$ cat config.mk
export PLATFORM = sky130hd
export DESIGN_NAME = flash_program_erase_control
export DESIGN_NICKNAME = d
export VERILOG_FILES = /design/src/include/flash_ctrl_pkg.sv /design/src/logic/unlock_key_tracker.sv /design/src/logic/flash_program_erase_control.sv
export SDC_FILE = /design/constraint.sdc
export NUM_CORES = 2
export LEC_CHECK = 0
export BUFFER_PORTS_ARGS = -buffer_cell sky130_fd_sc_hd__buf_2
export CORE_MARGIN = 5
export CORE_UTILIZATION = 56
export DETAILED_ROUTE_END_ITERATION = 7
export PLACE_DENSITY_LB_ADDON = 0.2
export SETUP_SLACK_MARGIN = 0.15
export SYNTH_ARGS = -nofsm -noshare
export SYNTH_HDL_FRONTEND = slang
export SYNTH_SLANG_ARGS = --single-unit
$ cat constraint.sdc
create_clock -name aclk -period 4.9 [get_ports aclk]
set_input_delay 0.735 -clock aclk [delete_from_list [all_inputs] [get_ports aclk]]
set_output_delay 0.735 -clock aclk [all_outputs]
set_load 0.01 [all_outputs]
$ cat src/include/flash_ctrl_pkg.sv
package flash_ctrl_pkg;

  // Byte addresses of the registers on the AXI4-Lite bus.
  localparam logic [31:0] ADDR_CONTROL = 32'h0000_0000;
  localparam logic [31:0] ADDR_KEY = 32'h0000_0004;
  localparam logic [31:0] ADDR_PAGE = 32'h0000_0008;
  localparam logic [31:0] ADDR_OFFSET = 32'h0000_000C;
  localparam logic [31:0] ADDR_LATCH_LO = 32'h0000_0010;
  localparam logic [31:0] ADDR_LATCH_HI = 32'h0000_0014;

  // Register selector codes returned by the address decoder.
  typedef enum logic [2:0] {
    SEL_NONE, SEL_CONTROL, SEL_KEY, SEL_PAGE, SEL_OFFSET, SEL_LATCH_LO, SEL_LATCH_HI
  } reg_sel_t;

  // Bit positions inside the control register.
  localparam int CTRL_START_BIT = 15;
  localparam int CTRL_ENABLE_BIT = 14;
  localparam int CTRL_ERROR_BIT = 13;
  localparam int CTRL_ERASE_BIT = 6;
  localparam int CTRL_OP_LSB = 0;
  localparam int CTRL_OP_W = 4;

  // Unlock key values, written in this order.
  localparam logic [7:0] KEY_FIRST = 8'h55;
  localparam logic [7:0] KEY_SECOND = 8'hAA;

  // Operation codes.
  localparam logic [3:0] OP_BULK_ERASE = 4'hF;
  localparam logic [3:0] OP_WORD_PROG = 4'h3;
  localparam logic [3:0] OP_BLOCK_ERASE = 4'h2;
  localparam logic [3:0] OP_ROW_PROG = 4'h1;

  // Operation kinds presented to the flash array.
  typedef enum logic [1:0] {KIND_ROW, KIND_WORD, KIND_BLOCK, KIND_BULK} op_kind_t;

  // Array geometry: rows of 64 words, erase blocks of 8 rows or 512 words.
  localparam int ROW_WORDS = 64;
  localparam int BLOCK_ROWS = 8;
  localparam int BLOCK_WORDS = ROW_WORDS * BLOCK_ROWS;
  localparam int WORD_W = 24;
  localparam int IDX_W = 6;
  localparam logic [5:0] LAST_IDX = 6'h3F;
  localparam int ROW_ALIGN_BITS = 7;
  localparam int BLOCK_ALIGN_BITS = 10;
  localparam logic [15:0] OFFSET_STEP = 16'h0002;

  // Reset values.
  localparam logic [15:0] CONTROL_RESET = 16'h0000;
  localparam logic [7:0] PAGE_RESET = 8'h00;
  localparam logic [15:0] OFFSET_RESET = 16'h0000;
  localparam logic [23:0] LATCH_RESET = 24'hFFFFFF;

  // AXI response codes.
  localparam logic [1:0] RESP_OKAY = 2'h0;
  localparam logic [1:0] RESP_SLVERR = 2'h2;

endpackage : flash_ctrl_pkg

$ cat src/logic/unlock_key_tracker.sv
`timescale 1ns/1ps
module unlock_key_tracker import flash_ctrl_pkg::*; (
  // Clock, power-on reset and warm reset.
  input wire logic aclk,
  input wire logic aresetn,
  input wire logic warm_reset,
  // One pulse per completed register write, and whether it hit the key register.
  input wire logic wr_fire,
  input wire logic key_sel,
  input wire logic [7:0] key_data,
  // High while the next register write may launch an operation.
  output logic armed_q
);

  typedef struct packed {
    logic first_ok;
    logic armed;
  } key_state_t;

  key_state_t s_q, s_d;

  // Any write that is not the expected next key drops the sequence, so the
  // unlock is only good for the write that follows it directly.
  always_comb begin
    s_d = s_q;
    if (wr_fire) begin
      s_d.first_ok = 1'b0;
      s_d.armed = 1'b0;
      if (key_sel && key_data == KEY_FIRST) begin
        s_d.first_ok = 1'b1;
      end else if (key_sel && key_data == KEY_SECOND && s_q.first_ok) begin
        s_d.armed = 1'b1;
      end
    end
    if (warm_reset) begin
      s_d = '0;
    end
  end

  // State register.
  always_ff @(posedge aclk) begin
    if (!aresetn) begin
      s_q <= '0;
    end else begin
      s_q <= s_d;
    end
  end

  assign armed_q = s_q.armed;

  // Arming always comes from a second key right after the first.
  arm_needs_pair_a: assert property (@(posedge aclk) disable iff (!aresetn)
    $rose(armed_q) |-> $past(s_q.first_ok) && $past(key_data) == KEY_SECOND)
    else $error("Unlock armed without the key pair.");

  // An armed unlock never survives a second write.
  arm_one_shot_a: assert property (@(posedge aclk) disable iff (!aresetn)
    armed_q && wr_fire |=> !armed_q)
    else $error("Unlock survived a following write.");

endmodule : unlock_key_tracker

$ cat src/logic/flash_program_erase_control.sv
// Decided for this implementation: the address map and register access over AXI4-Lite.
`timescale 1ns/1ps
// How it works
// - No program or erase runs unless unlocked immediately beforehand.
// - Setting control bit 15 launches the operation; hardware clears it when done.
// - Start bit is set-only; writing zero does nothing; zero means idle.
// - The processor is held stalled while an operation runs.
// - Write-enable bit 14 must be one, otherwise all operations are inhibited.
// - Error flag bit 13 sets on improper sequence or termination.
// - Erase-select bit 6 picks erase or program variant of the code.
// - Codes: 1111 bulk erase, 0011 word, 0010 block erase, 0001 row.
// - Any other operation code performs no flash operation.
// - Bulk erase is honoured only in serial programming mode.
// - Control bits return to zero only on power-on reset.
// - Erase granularity is an eight-row block of 512 words.
// - Latched write data reaches the array only when an operation starts.
module flash_program_erase_control import flash_ctrl_pkg::*; (
  // Clock and power-on reset.
  input wire logic aclk,
  input wire logic aresetn,
  // Warm reset from other sources; it leaves the control bits alone.
  input wire logic warm_reset,
  // Serial programming mode indication.
  input wire logic serial_programming_mode,
  // AXI4-Lite write address and data.
  input wire logic [31:0] awaddr,
  input wire logic awvalid,
  output logic awready,
  input wire logic [31:0] wdata,
  input wire logic [3:0] wstrb,
  input wire logic wvalid,
  output logic wready,
  // AXI4-Lite write response.
  output logic [1:0] bresp,
  output logic bvalid,
  input wire logic bready,
  // AXI4-Lite read.
  input wire logic [31:0] araddr,
  input wire logic arvalid,
  output logic arready,
  output logic [31:0] rdata,
  output logic [1:0] rresp,
  output logic rvalid,
  input wire logic rready,
  // Flash array command port.
  output logic flash_op_valid_q,
  output logic [1:0] flash_op_kind_q,
  output logic [23:0] flash_op_addr_q,
  output logic flash_data_valid_q,
  output logic [5:0] flash_data_idx_q,
  output logic [23:0] flash_data_q,
  input wire logic flash_done,
  input wire logic flash_fail,
  // Processor stall request.
  output logic cpu_stall_q
);

  typedef enum logic [1:0] {ST_IDLE, ST_LOAD, ST_ISSUE, ST_WAIT} seq_state_t;

  typedef struct packed {
    seq_state_t state;
    logic start;
    logic enable;
    logic error;
    logic erase;
    logic [3:0] op;
    op_kind_t kind;
    logic [7:0] page;
    logic [15:0] offset;
    logic [ROW_WORDS-1:0][WORD_W-1:0] latch;
    logic [5:0] cnt;
    logic aw_held;
    logic w_held;
    logic [31:0] awaddr;
    logic [31:0] wdata;
    logic [3:0] wstrb;
    logic awready;
    logic wready;
    logic bvalid;
    logic [1:0] bresp;
    logic arready;
    logic rvalid;
    logic [31:0] rdata;
    logic [1:0] rresp;
    logic op_valid;
    logic [23:0] op_addr;
    logic data_valid;
    logic [5:0] data_idx;
    logic [23:0] data;
    logic stall;
  } state_t;

  state_t s_q, s_d;
  logic key_armed;
  logic wr_fire;
  reg_sel_t wr_sel;
  logic start_try;
  logic start_ok;
  logic launch;
  logic [15:0] ctrl_view;
  logic [31:0] ctrl_new;
  logic [2:0] op_dec;

  // Maps a byte address onto a register; the upper bits must be zero too.
  function automatic reg_sel_t decode_addr(input logic [31:0] a);
    unique case (a)
      ADDR_CONTROL: decode_addr = SEL_CONTROL;
      ADDR_KEY: decode_addr = SEL_KEY;
      ADDR_PAGE: decode_addr = SEL_PAGE;
      ADDR_OFFSET: decode_addr = SEL_OFFSET;
      ADDR_LATCH_LO: decode_addr = SEL_LATCH_LO;
      ADDR_LATCH_HI: decode_addr = SEL_LATCH_HI;
      default: decode_addr = SEL_NONE;
    endcase
  endfunction : decode_addr

  // Merges written bytes into an old value under the byte enables.
  function automatic logic [31:0] merge(input logic [31:0] old, input logic [31:0] nw,
                                        input logic [3:0] strb);
    merge = old;
    for (int b = 0; b < 4; b++) begin
      if (strb[b]) begin
        merge[b*8 +: 8] = nw[b*8 +: 8];
      end
    end
  endfunction : merge

  // Decodes code and erase-select into {valid, kind}; mismatches are no-ops.
  function automatic logic [2:0] decode_op(input logic [3:0] op, input logic erase,
                                           input logic serial);
    decode_op = {1'b0, KIND_ROW};
    unique case (op)
      OP_BULK_ERASE: if (erase && serial) decode_op = {1'b1, KIND_BULK};
      OP_WORD_PROG: if (!erase) decode_op = {1'b1, KIND_WORD};
      OP_BLOCK_ERASE: if (erase) decode_op = {1'b1, KIND_BLOCK};
      OP_ROW_PROG: if (!erase) decode_op = {1'b1, KIND_ROW};
      default: decode_op = {1'b0, KIND_ROW};
    endcase
  endfunction : decode_op

  // Unlock tracking sits in its own module so its window is easy to audit.
  unlock_key_tracker u_key (
    .aclk(aclk),
    .aresetn(aresetn),
    .warm_reset(warm_reset),
    .wr_fire(wr_fire),
    .key_sel(wr_sel == SEL_KEY),
    .key_data(s_q.wdata[7:0]),
    .armed_q(key_armed)
  );

  // A write completes once both halves are held and no response is pending.
  assign wr_fire = s_q.aw_held && s_q.w_held && !s_q.bvalid;
  assign wr_sel = decode_addr(s_q.awaddr);
  assign ctrl_view = {s_q.start, s_q.enable, s_q.error, 6'h00, s_q.erase, 2'h0, s_q.op};
  assign ctrl_new = merge({16'h0000, ctrl_view}, s_q.wdata, s_q.wstrb);
  assign start_try = wr_fire && wr_sel == SEL_CONTROL && ctrl_new[CTRL_START_BIT]
                     && !s_q.start;
  assign start_ok = key_armed && ctrl_new[CTRL_ENABLE_BIT];
  assign op_dec = decode_op(ctrl_new[CTRL_OP_W-1:0], ctrl_new[CTRL_ERASE_BIT],
                            serial_programming_mode);
  // A code that decodes to no operation is accepted quietly and launches nothing.
  assign launch = start_try && start_ok && op_dec[2];

  // Next-state logic for the bus slave, the registers and the sequencer.
  always_comb begin
    logic [2:0] dec;
    logic [5:0] lidx;
    logic err_set;
    logic [31:0] off_new;
    dec = op_dec;
    off_new = merge({16'h0000, s_q.offset}, s_q.wdata, s_q.wstrb);
    lidx = s_q.offset[IDX_W:1];
    err_set = 1'b0;
    s_d = s_q;
    s_d.op_valid = 1'b0;
    s_d.data_valid = 1'b0;

    // Address and data are caught independently, in either order.
    if (awvalid && s_q.awready) begin
      s_d.aw_held = 1'b1;
      s_d.awaddr = awaddr;
    end
    if (wvalid && s_q.wready) begin
      s_d.w_held = 1'b1;
      s_d.wdata = wdata;
      s_d.wstrb = wstrb;
    end
    if (s_q.bvalid && bready) begin
      s_d.bvalid = 1'b0;
    end

    // Register write effects.
    if (wr_fire) begin
      s_d.aw_held = 1'b0;
      s_d.w_held = 1'b0;
      s_d.bvalid = 1'b1;
      s_d.bresp = (wr_sel == SEL_NONE) ? RESP_SLVERR : RESP_OKAY;
      unique case (wr_sel)
        SEL_CONTROL: begin
          // Settings are frozen while an operation runs so its target cannot move.
          if (!s_q.start) begin
            s_d.enable = ctrl_new[CTRL_ENABLE_BIT];
            s_d.error = ctrl_new[CTRL_ERROR_BIT];
            s_d.erase = ctrl_new[CTRL_ERASE_BIT];
            s_d.op = ctrl_new[CTRL_OP_W-1:0];
          end
        end
        SEL_PAGE: s_d.page = ctrl_new_page(s_q.page, s_q.wdata, s_q.wstrb);
        SEL_OFFSET: s_d.offset = off_new[15:0];
        SEL_LATCH_LO: begin
          if (!s_q.start && s_q.wstrb[1:0] == 2'h3) begin
            s_d.latch[lidx][15:0] = s_q.wdata[15:0];
          end
        end
        SEL_LATCH_HI: begin
          // The high write finishes a word, so it steps the offset like a post-increment.
          if (!s_q.start && s_q.wstrb[0]) begin
            s_d.latch[lidx][23:16] = s_q.wdata[7:0];
            s_d.offset = 16'(s_q.offset + OFFSET_STEP);
          end
        end
        SEL_KEY, SEL_NONE: begin
        end
      endcase
    end

    // A start attempt without a valid unlock or with writes inhibited is an error.
    if (start_try && !start_ok) begin
      err_set = 1'b1;
    end
    if (launch) begin
      s_d.start = 1'b1;
      s_d.error = 1'b0;
      s_d.kind = op_kind_t'(dec[1:0]);
      s_d.cnt = (op_kind_t'(dec[1:0]) == KIND_WORD) ? lidx : 6'h00;
      unique case (op_kind_t'(dec[1:0]))
        KIND_ROW: s_d.op_addr = {s_q.page, s_q.offset[15:ROW_ALIGN_BITS], 7'h00};
        KIND_WORD: s_d.op_addr = {s_q.page, s_q.offset};
        KIND_BLOCK: s_d.op_addr = {s_q.page, s_q.offset[15:BLOCK_ALIGN_BITS], 10'h000};
        KIND_BULK: s_d.op_addr = 24'h000000;
      endcase
      s_d.state = (op_kind_t'(dec[1:0]) inside {KIND_ROW, KIND_WORD}) ? ST_LOAD : ST_ISSUE;
    end

    // Sequencer: stream latches, issue the command, then wait for completion.
    unique case (s_q.state)
      ST_IDLE: begin
      end
      ST_LOAD: begin
        s_d.data_valid = 1'b1;
        s_d.data_idx = s_q.cnt;
        s_d.data = s_q.latch[s_q.cnt];
        s_d.cnt = 6'(s_q.cnt + 6'h01);
        if (s_q.kind == KIND_WORD || s_q.cnt == LAST_IDX) begin
          s_d.state = ST_ISSUE;
        end
      end
      ST_ISSUE: begin
        s_d.op_valid = 1'b1;
        s_d.state = ST_WAIT;
      end
      ST_WAIT: begin
        if (flash_done || flash_fail) begin
          s_d.start = 1'b0;
          s_d.state = ST_IDLE;
          s_d.latch = {ROW_WORDS{LATCH_RESET}};
        end
        if (flash_fail) begin
          err_set = 1'b1;
        end
      end
    endcase

    // A hardware set wins over a software clear in the same cycle.
    if (err_set) begin
      s_d.error = 1'b1;
    end
    s_d.stall = s_d.start;

    // Read channel: one response per address, answered the cycle after it is taken.
    if (s_q.rvalid && rready) begin
      s_d.rvalid = 1'b0;
    end
    if (arvalid && s_q.arready) begin
      s_d.rvalid = 1'b1;
      s_d.rresp = RESP_OKAY;
      unique case (decode_addr(araddr))
        SEL_CONTROL: s_d.rdata = {16'h0000, ctrl_view};
        SEL_PAGE: s_d.rdata = {24'h000000, s_q.page};
        SEL_OFFSET: s_d.rdata = {16'h0000, s_q.offset};
        SEL_LATCH_LO: s_d.rdata = {16'h0000, s_q.latch[lidx][15:0]};
        SEL_LATCH_HI: s_d.rdata = {24'h000000, s_q.latch[lidx][23:16]};
        SEL_KEY: s_d.rdata = 32'h0000_0000;
        SEL_NONE: begin
          s_d.rdata = 32'h0000_0000;
          s_d.rresp = RESP_SLVERR;
        end
      endcase
    end
    s_d.arready = !s_d.rvalid;
    s_d.awready = !s_d.aw_held && !s_d.bvalid;
    s_d.wready = !s_d.w_held && !s_d.bvalid;

    // Warm reset clears the pointer registers but never the control bits.
    if (warm_reset) begin
      s_d.page = PAGE_RESET;
      s_d.offset = OFFSET_RESET;
    end
  end

  // Page register keeps only its low byte.
  function automatic logic [7:0] ctrl_new_page(input logic [7:0] old, input logic [31:0] nw,
                                               input logic [3:0] strb);
    ctrl_new_page = strb[0] ? nw[7:0] : old;
  endfunction : ctrl_new_page

  // State register; only the power-on reset reaches the control bits.
  always_ff @(posedge aclk) begin
    if (!aresetn) begin
      s_q <= '0;
      s_q.latch <= {ROW_WORDS{LATCH_RESET}};
    end else begin
      s_q <= s_d;
    end
  end

  // Port drivers, all straight from the state register.
  assign awready = s_q.awready;
  assign wready = s_q.wready;
  assign bvalid = s_q.bvalid;
  assign bresp = s_q.bresp;
  assign arready = s_q.arready;
  assign rvalid = s_q.rvalid;
  assign rdata = s_q.rdata;
  assign rresp = s_q.rresp;
  assign flash_op_valid_q = s_q.op_valid;
  assign flash_op_kind_q = s_q.kind;
  assign flash_op_addr_q = s_q.op_addr;
  assign flash_data_valid_q = s_q.data_valid;
  assign flash_data_idx_q = s_q.data_idx;
  assign flash_data_q = s_q.data;
  assign cpu_stall_q = s_q.stall;

  // An operation only starts from an armed unlock with writes enabled.
  start_gated_a: assert property (@(posedge aclk) disable iff (!aresetn)
    $rose(s_q.start) |-> $past(key_armed) && s_q.enable)
    else $error("Operation started without unlock or enable.");

  // The stall stands exactly while the sequencer is busy with an operation.
  stall_tracks_a: assert property (@(posedge aclk) disable iff (!aresetn)
    cpu_stall_q == (s_q.state != ST_IDLE))
    else $error("Stall does not match the busy state.");

  // Completion clears the start bit on the next edge.
  done_clears_a: assert property (@(posedge aclk) disable iff (!aresetn)
    s_q.state == ST_WAIT && flash_done |=> !s_q.start && s_q.state == ST_IDLE)
    else $error("Start bit not cleared at completion.");

  // Writing zero to the start bit while busy does not stop the operation.
  start_set_only_a: assert property (@(posedge aclk) disable iff (!aresetn)
    wr_fire && wr_sel == SEL_CONTROL && s_q.start && !flash_done && !flash_fail
    |=> s_q.start)
    else $error("Software cleared the start bit.");

  // A refused start raises the error flag and touches nothing.
  bad_start_err_a: assert property (@(posedge aclk) disable iff (!aresetn)
    start_try && !start_ok |=> s_q.error && !s_q.start ##1 !flash_op_valid_q)
    else $error("Refused start did not flag an error.");

  // Bulk erase is only issued in serial programming mode.
  bulk_serial_a: assert property (@(posedge aclk) disable iff (!aresetn)
    $rose(s_q.start) && s_q.kind == KIND_BULK |-> $past(serial_programming_mode))
    else $error("Bulk erase outside serial programming mode.");

  // A row program streams at least eight consecutive latch words.
  row_stream_a: assert property (@(posedge aclk) disable iff (!aresetn)
    $rose(flash_data_valid_q) && s_q.kind == KIND_ROW |-> flash_data_valid_q [*8])
    else $error("Row stream broke early.");

  // Nothing reaches the array while no operation is active.
  idle_quiet_a: assert property (@(posedge aclk) disable iff (!aresetn)
    !s_q.start |-> !flash_data_valid_q && !flash_op_valid_q)
    else $error("Array accessed while idle.");

  // Erase commands are block aligned.
  block_align_a: assert property (@(posedge aclk) disable iff (!aresetn)
    flash_op_valid_q && flash_op_kind_q == KIND_BLOCK |-> flash_op_addr_q[9:0] == 10'h000)
    else $error("Block erase address not aligned.");

  // Main scenarios.
  row_prog_c: cover property (@(posedge aclk) disable iff (!aresetn)
    flash_op_valid_q && flash_op_kind_q == KIND_ROW);
  word_prog_c: cover property (@(posedge aclk) disable iff (!aresetn)
    flash_op_valid_q && flash_op_kind_q == KIND_WORD);
  block_erase_c: cover property (@(posedge aclk) disable iff (!aresetn)
    flash_op_valid_q && flash_op_kind_q == KIND_BLOCK);
  refused_start_c: cover property (@(posedge aclk) disable iff (!aresetn)
    start_try && !start_ok);

endmodule : flash_program_erase_control

==> reports/results.ini <==
[worst_setup_path]
rrSetupSlack_ns = 0.06
rr_startpoint = s_q[1713]
arrival_ns = 5.61
cp-start-kind = register
critPathLaunch = s_q[1713]
cp-end-kind = register
crit_required_ns = 5.67
r2r_cells = 9
worstReg2RegEnd = rdata[5]
crit_path_end = rdata[5]
crit_type = register to register
cp_max_fo = 36

[clocking]
cts_tree = built
numCtsBuffers = 180
cts_resized = 0
hold_buffers = 0
clk_pin_slew_ns = 0.06
cts_max_path_buffers = 3
cts_root_buf = clkbuf_16
post_cts_buffers = 0
htree_levels = 4
cts_num_sinks = 1711
clock_latency_ns = 0.86

[logic_synthesis]
yosys_register_bits = 1711
synthSimpleGateAreaFrac = 0.268
synth_edf_count = 0
netlist.area_leader.share = 0.404
synth_top_family_by_area = simple AND/OR/NAND/NOR gates
synthCells = 10100
synth_most_common_cell = nand2_1
synth-xor-area-share = 0.000827
ys_seq_area_frac = 0.404
synth_common_cells = nand2_1 (3,302), dfxtp_1 (1,711), nand3_1 (1,457)
async_reset_ff_frac = 0
yosysTopAreaCell = dfxtp_1
synthMuxAreaShare = 0.172
synth_area_um2 = 84700
synth_compound_area_frac = 0.0972
synth_top_flop_cell = dfxtp_1
synthTopCellsByArea = dfxtp_1 (40%), nand2_1 (15%), mux4_2 (14%), nand3_1 (8.6%), o22ai_1 (2.9%)
synth.distinct_cells = 82
yosysWarnings = 0
syn_area_per_cell_um2 = 8.42
yosys.area_share.adder = 0.000295

[sta]
rsz0062_at_grt = false
finalMaxSlewViolations = 0
max_freq_mhz = 206
worst_slack_ns = 0.0560
fin_crit_sh = 0.989
finalHoldViolations = 0
finalSetupTns_ns = 0
fin_crit_ns = 4.84
fin_skew_ns = 0.0350
slew_headroom = 0.0185
finalSetupViolations = 0
worst_pin_slew_ns = 1.47

[floorplan]
num_rows = 142
die_x_um = 399
pin_count = 211
die_h_um = 399
initial_core_util = 0.564
core_region_area_um2 = 150000
dieArea_um2 = 159000

[routing]
detail_route.wl_per_cell_um = 31.5
drc = 4
routed_wirelength_um = 378000
dr.pass1.iters = 8
dr.first_iter.drc_count = 16300
antenna_left = 0
vias = 85100
vias_per_cell = 7.09

[finish]
drive_above_1_share = 0.166
fin_nets = 9916
synthToLayoutAreaGrowth_pct = 10.0

[status]
status = complete, but fails checks
violations = design-rule violations

[power]
peakVddDrop_mv = 0.411
powerDensity_nw_per_um2 = 312
p_leak_nw = 36.7

[global_routing]
grt_max_degree = 161
grt_pass1_wl_um = 537000
gr-total-overflow = 0
grt_use_total = 0.457
grt_antenna_before_repair = 32
grt_pass1_vias = 76700

[job]
drv_cap = 0

[placed_design]
hpwlAfterDp_um = 241000
globalplace.congestion = 1.05
port_buffers = 174
pre_cts_slack_ns = 0.521

[worst_hold_path]
hp-class = input pin to register

==> metrics by stage <==
step                      area, um^2  total power, mW  hold slack (ns)   util  std cells
after floorplan                84800             14.7            0.432      -      10100
after global placement         87000             14.9            0.437  0.579      11600
after detailed placement       87000             15.0            0.442  0.579      11600
after CTS                      93100             28.9            0.116  0.620      12000
after global routing           93100             29.5            0.144  0.620      12000
final                          93200             29.0            0.137  0.621      12000
==> power by group <==
part | switching (mW) | internal, mW | leakage (nW)
combinational | 0.559 | 0.129 | 19.8
clock | 6.06 | 8.30 | 3.04
sequential | 0.0651 | 13.9 | 13.9
total | 6.68 | 22.4 | 36.7
==> layout by cell type, fill, tap and decap left out, drive strengths merged, types with 13 or more instances in the layout <==
master  Yosys  final
o22ai     398    398
buf       449    540
clkinv      0     33
o21ai     120    120
a221oi     13     13
o22a       23     23
a21oi     192    192
nor4       39     39
clkbuf    548    281
o31ai      24     24
and2       13     13
o221ai    117    117
mux2      166    166
nand2    3304   3304
a211oi     60     60
mux4      525    525
nand2b     31     31
dfxtp    1711   1711
nor2      297    297
o211ai    138    138
nand3    1458   1458
a22oi      20     20
nor2b      39     39
conb        1     18
inv        20     24
nor3       76     76
mux2i      85     85
diode       0     30
==> cell families (layout without fill, tap and decap cells) <==
group	Yosys count	count (layout)
flops	1711	1711
simple gates	5324	5324
mux	776	776
buf+inv	1017	892
compound gates	1222	1222
other cells	1	48
fa+ha+maj	2	2
xor+xnor	8	8
==> registers in the layout, summed over array words and instances, names as in the netlist, 2 cells and up <==
name,count
ctrl_view,7
flash_data_idx_q,6
flash_data_q,24
flash_op_addr_q,24
flash_op_kind_q,2
rdata,16
s_q,1620
==> per-layer routing <==
layer,part of all wire,global-route usage
met5,0.00064,0.00585
met2,0.40,0.629
met3,0.18,0.195
met4,0.088,0.310
met1,0.34,0.578
==> worst max-delay path, cell delays in order (launching register included) <==
cell and delay [ns]:
dfxtp_4 0.76, nand3b_4 0.79, buf_4 0.42, o22ai_1 0.14, nor4_1 1.07, buf_4 0.27
o221ai_1 0.21, a2111oi_0 0.40, o21ai_1 0.41, a21oi_1 0.23
==> area by class of cell <==
| cell class | instances | area [um^2] |
|---|---|---|
| antenna | 30 | 75.1 |
| clock buffer | 281 | 5540 |
| clock inverter | 51 | 594 |
| fill | 12700 | 56900 |
| inverter | 20 | 80.1 |
| multi-input combinational | 7350 | 45800 |
| sequential | 1711 | 34300 |
| tap | 2016 | 2520 |
| timing repair buffer | 540 | 4280 |
==> worst min-delay path by stage <==
stage                              startpoint                   to  slack [ns]  cells past startpoint
after floorplan                  u_key.s_q[1]         u_key.s_q[1]        0.43                      2
after global placement    flash_op_addr_q[11]  flash_op_addr_q[11]        0.44                      2
after detailed placement   flash_op_addr_q[6]   flash_op_addr_q[6]        0.44                      2
after CTS                          awaddr[30]             s_q[164]        0.12                      3
after global routing               awaddr[27]             s_q[161]        0.14                      3
final                              awaddr[20]             s_q[154]        0.14                      3
(Power assumes the default switching activity.)
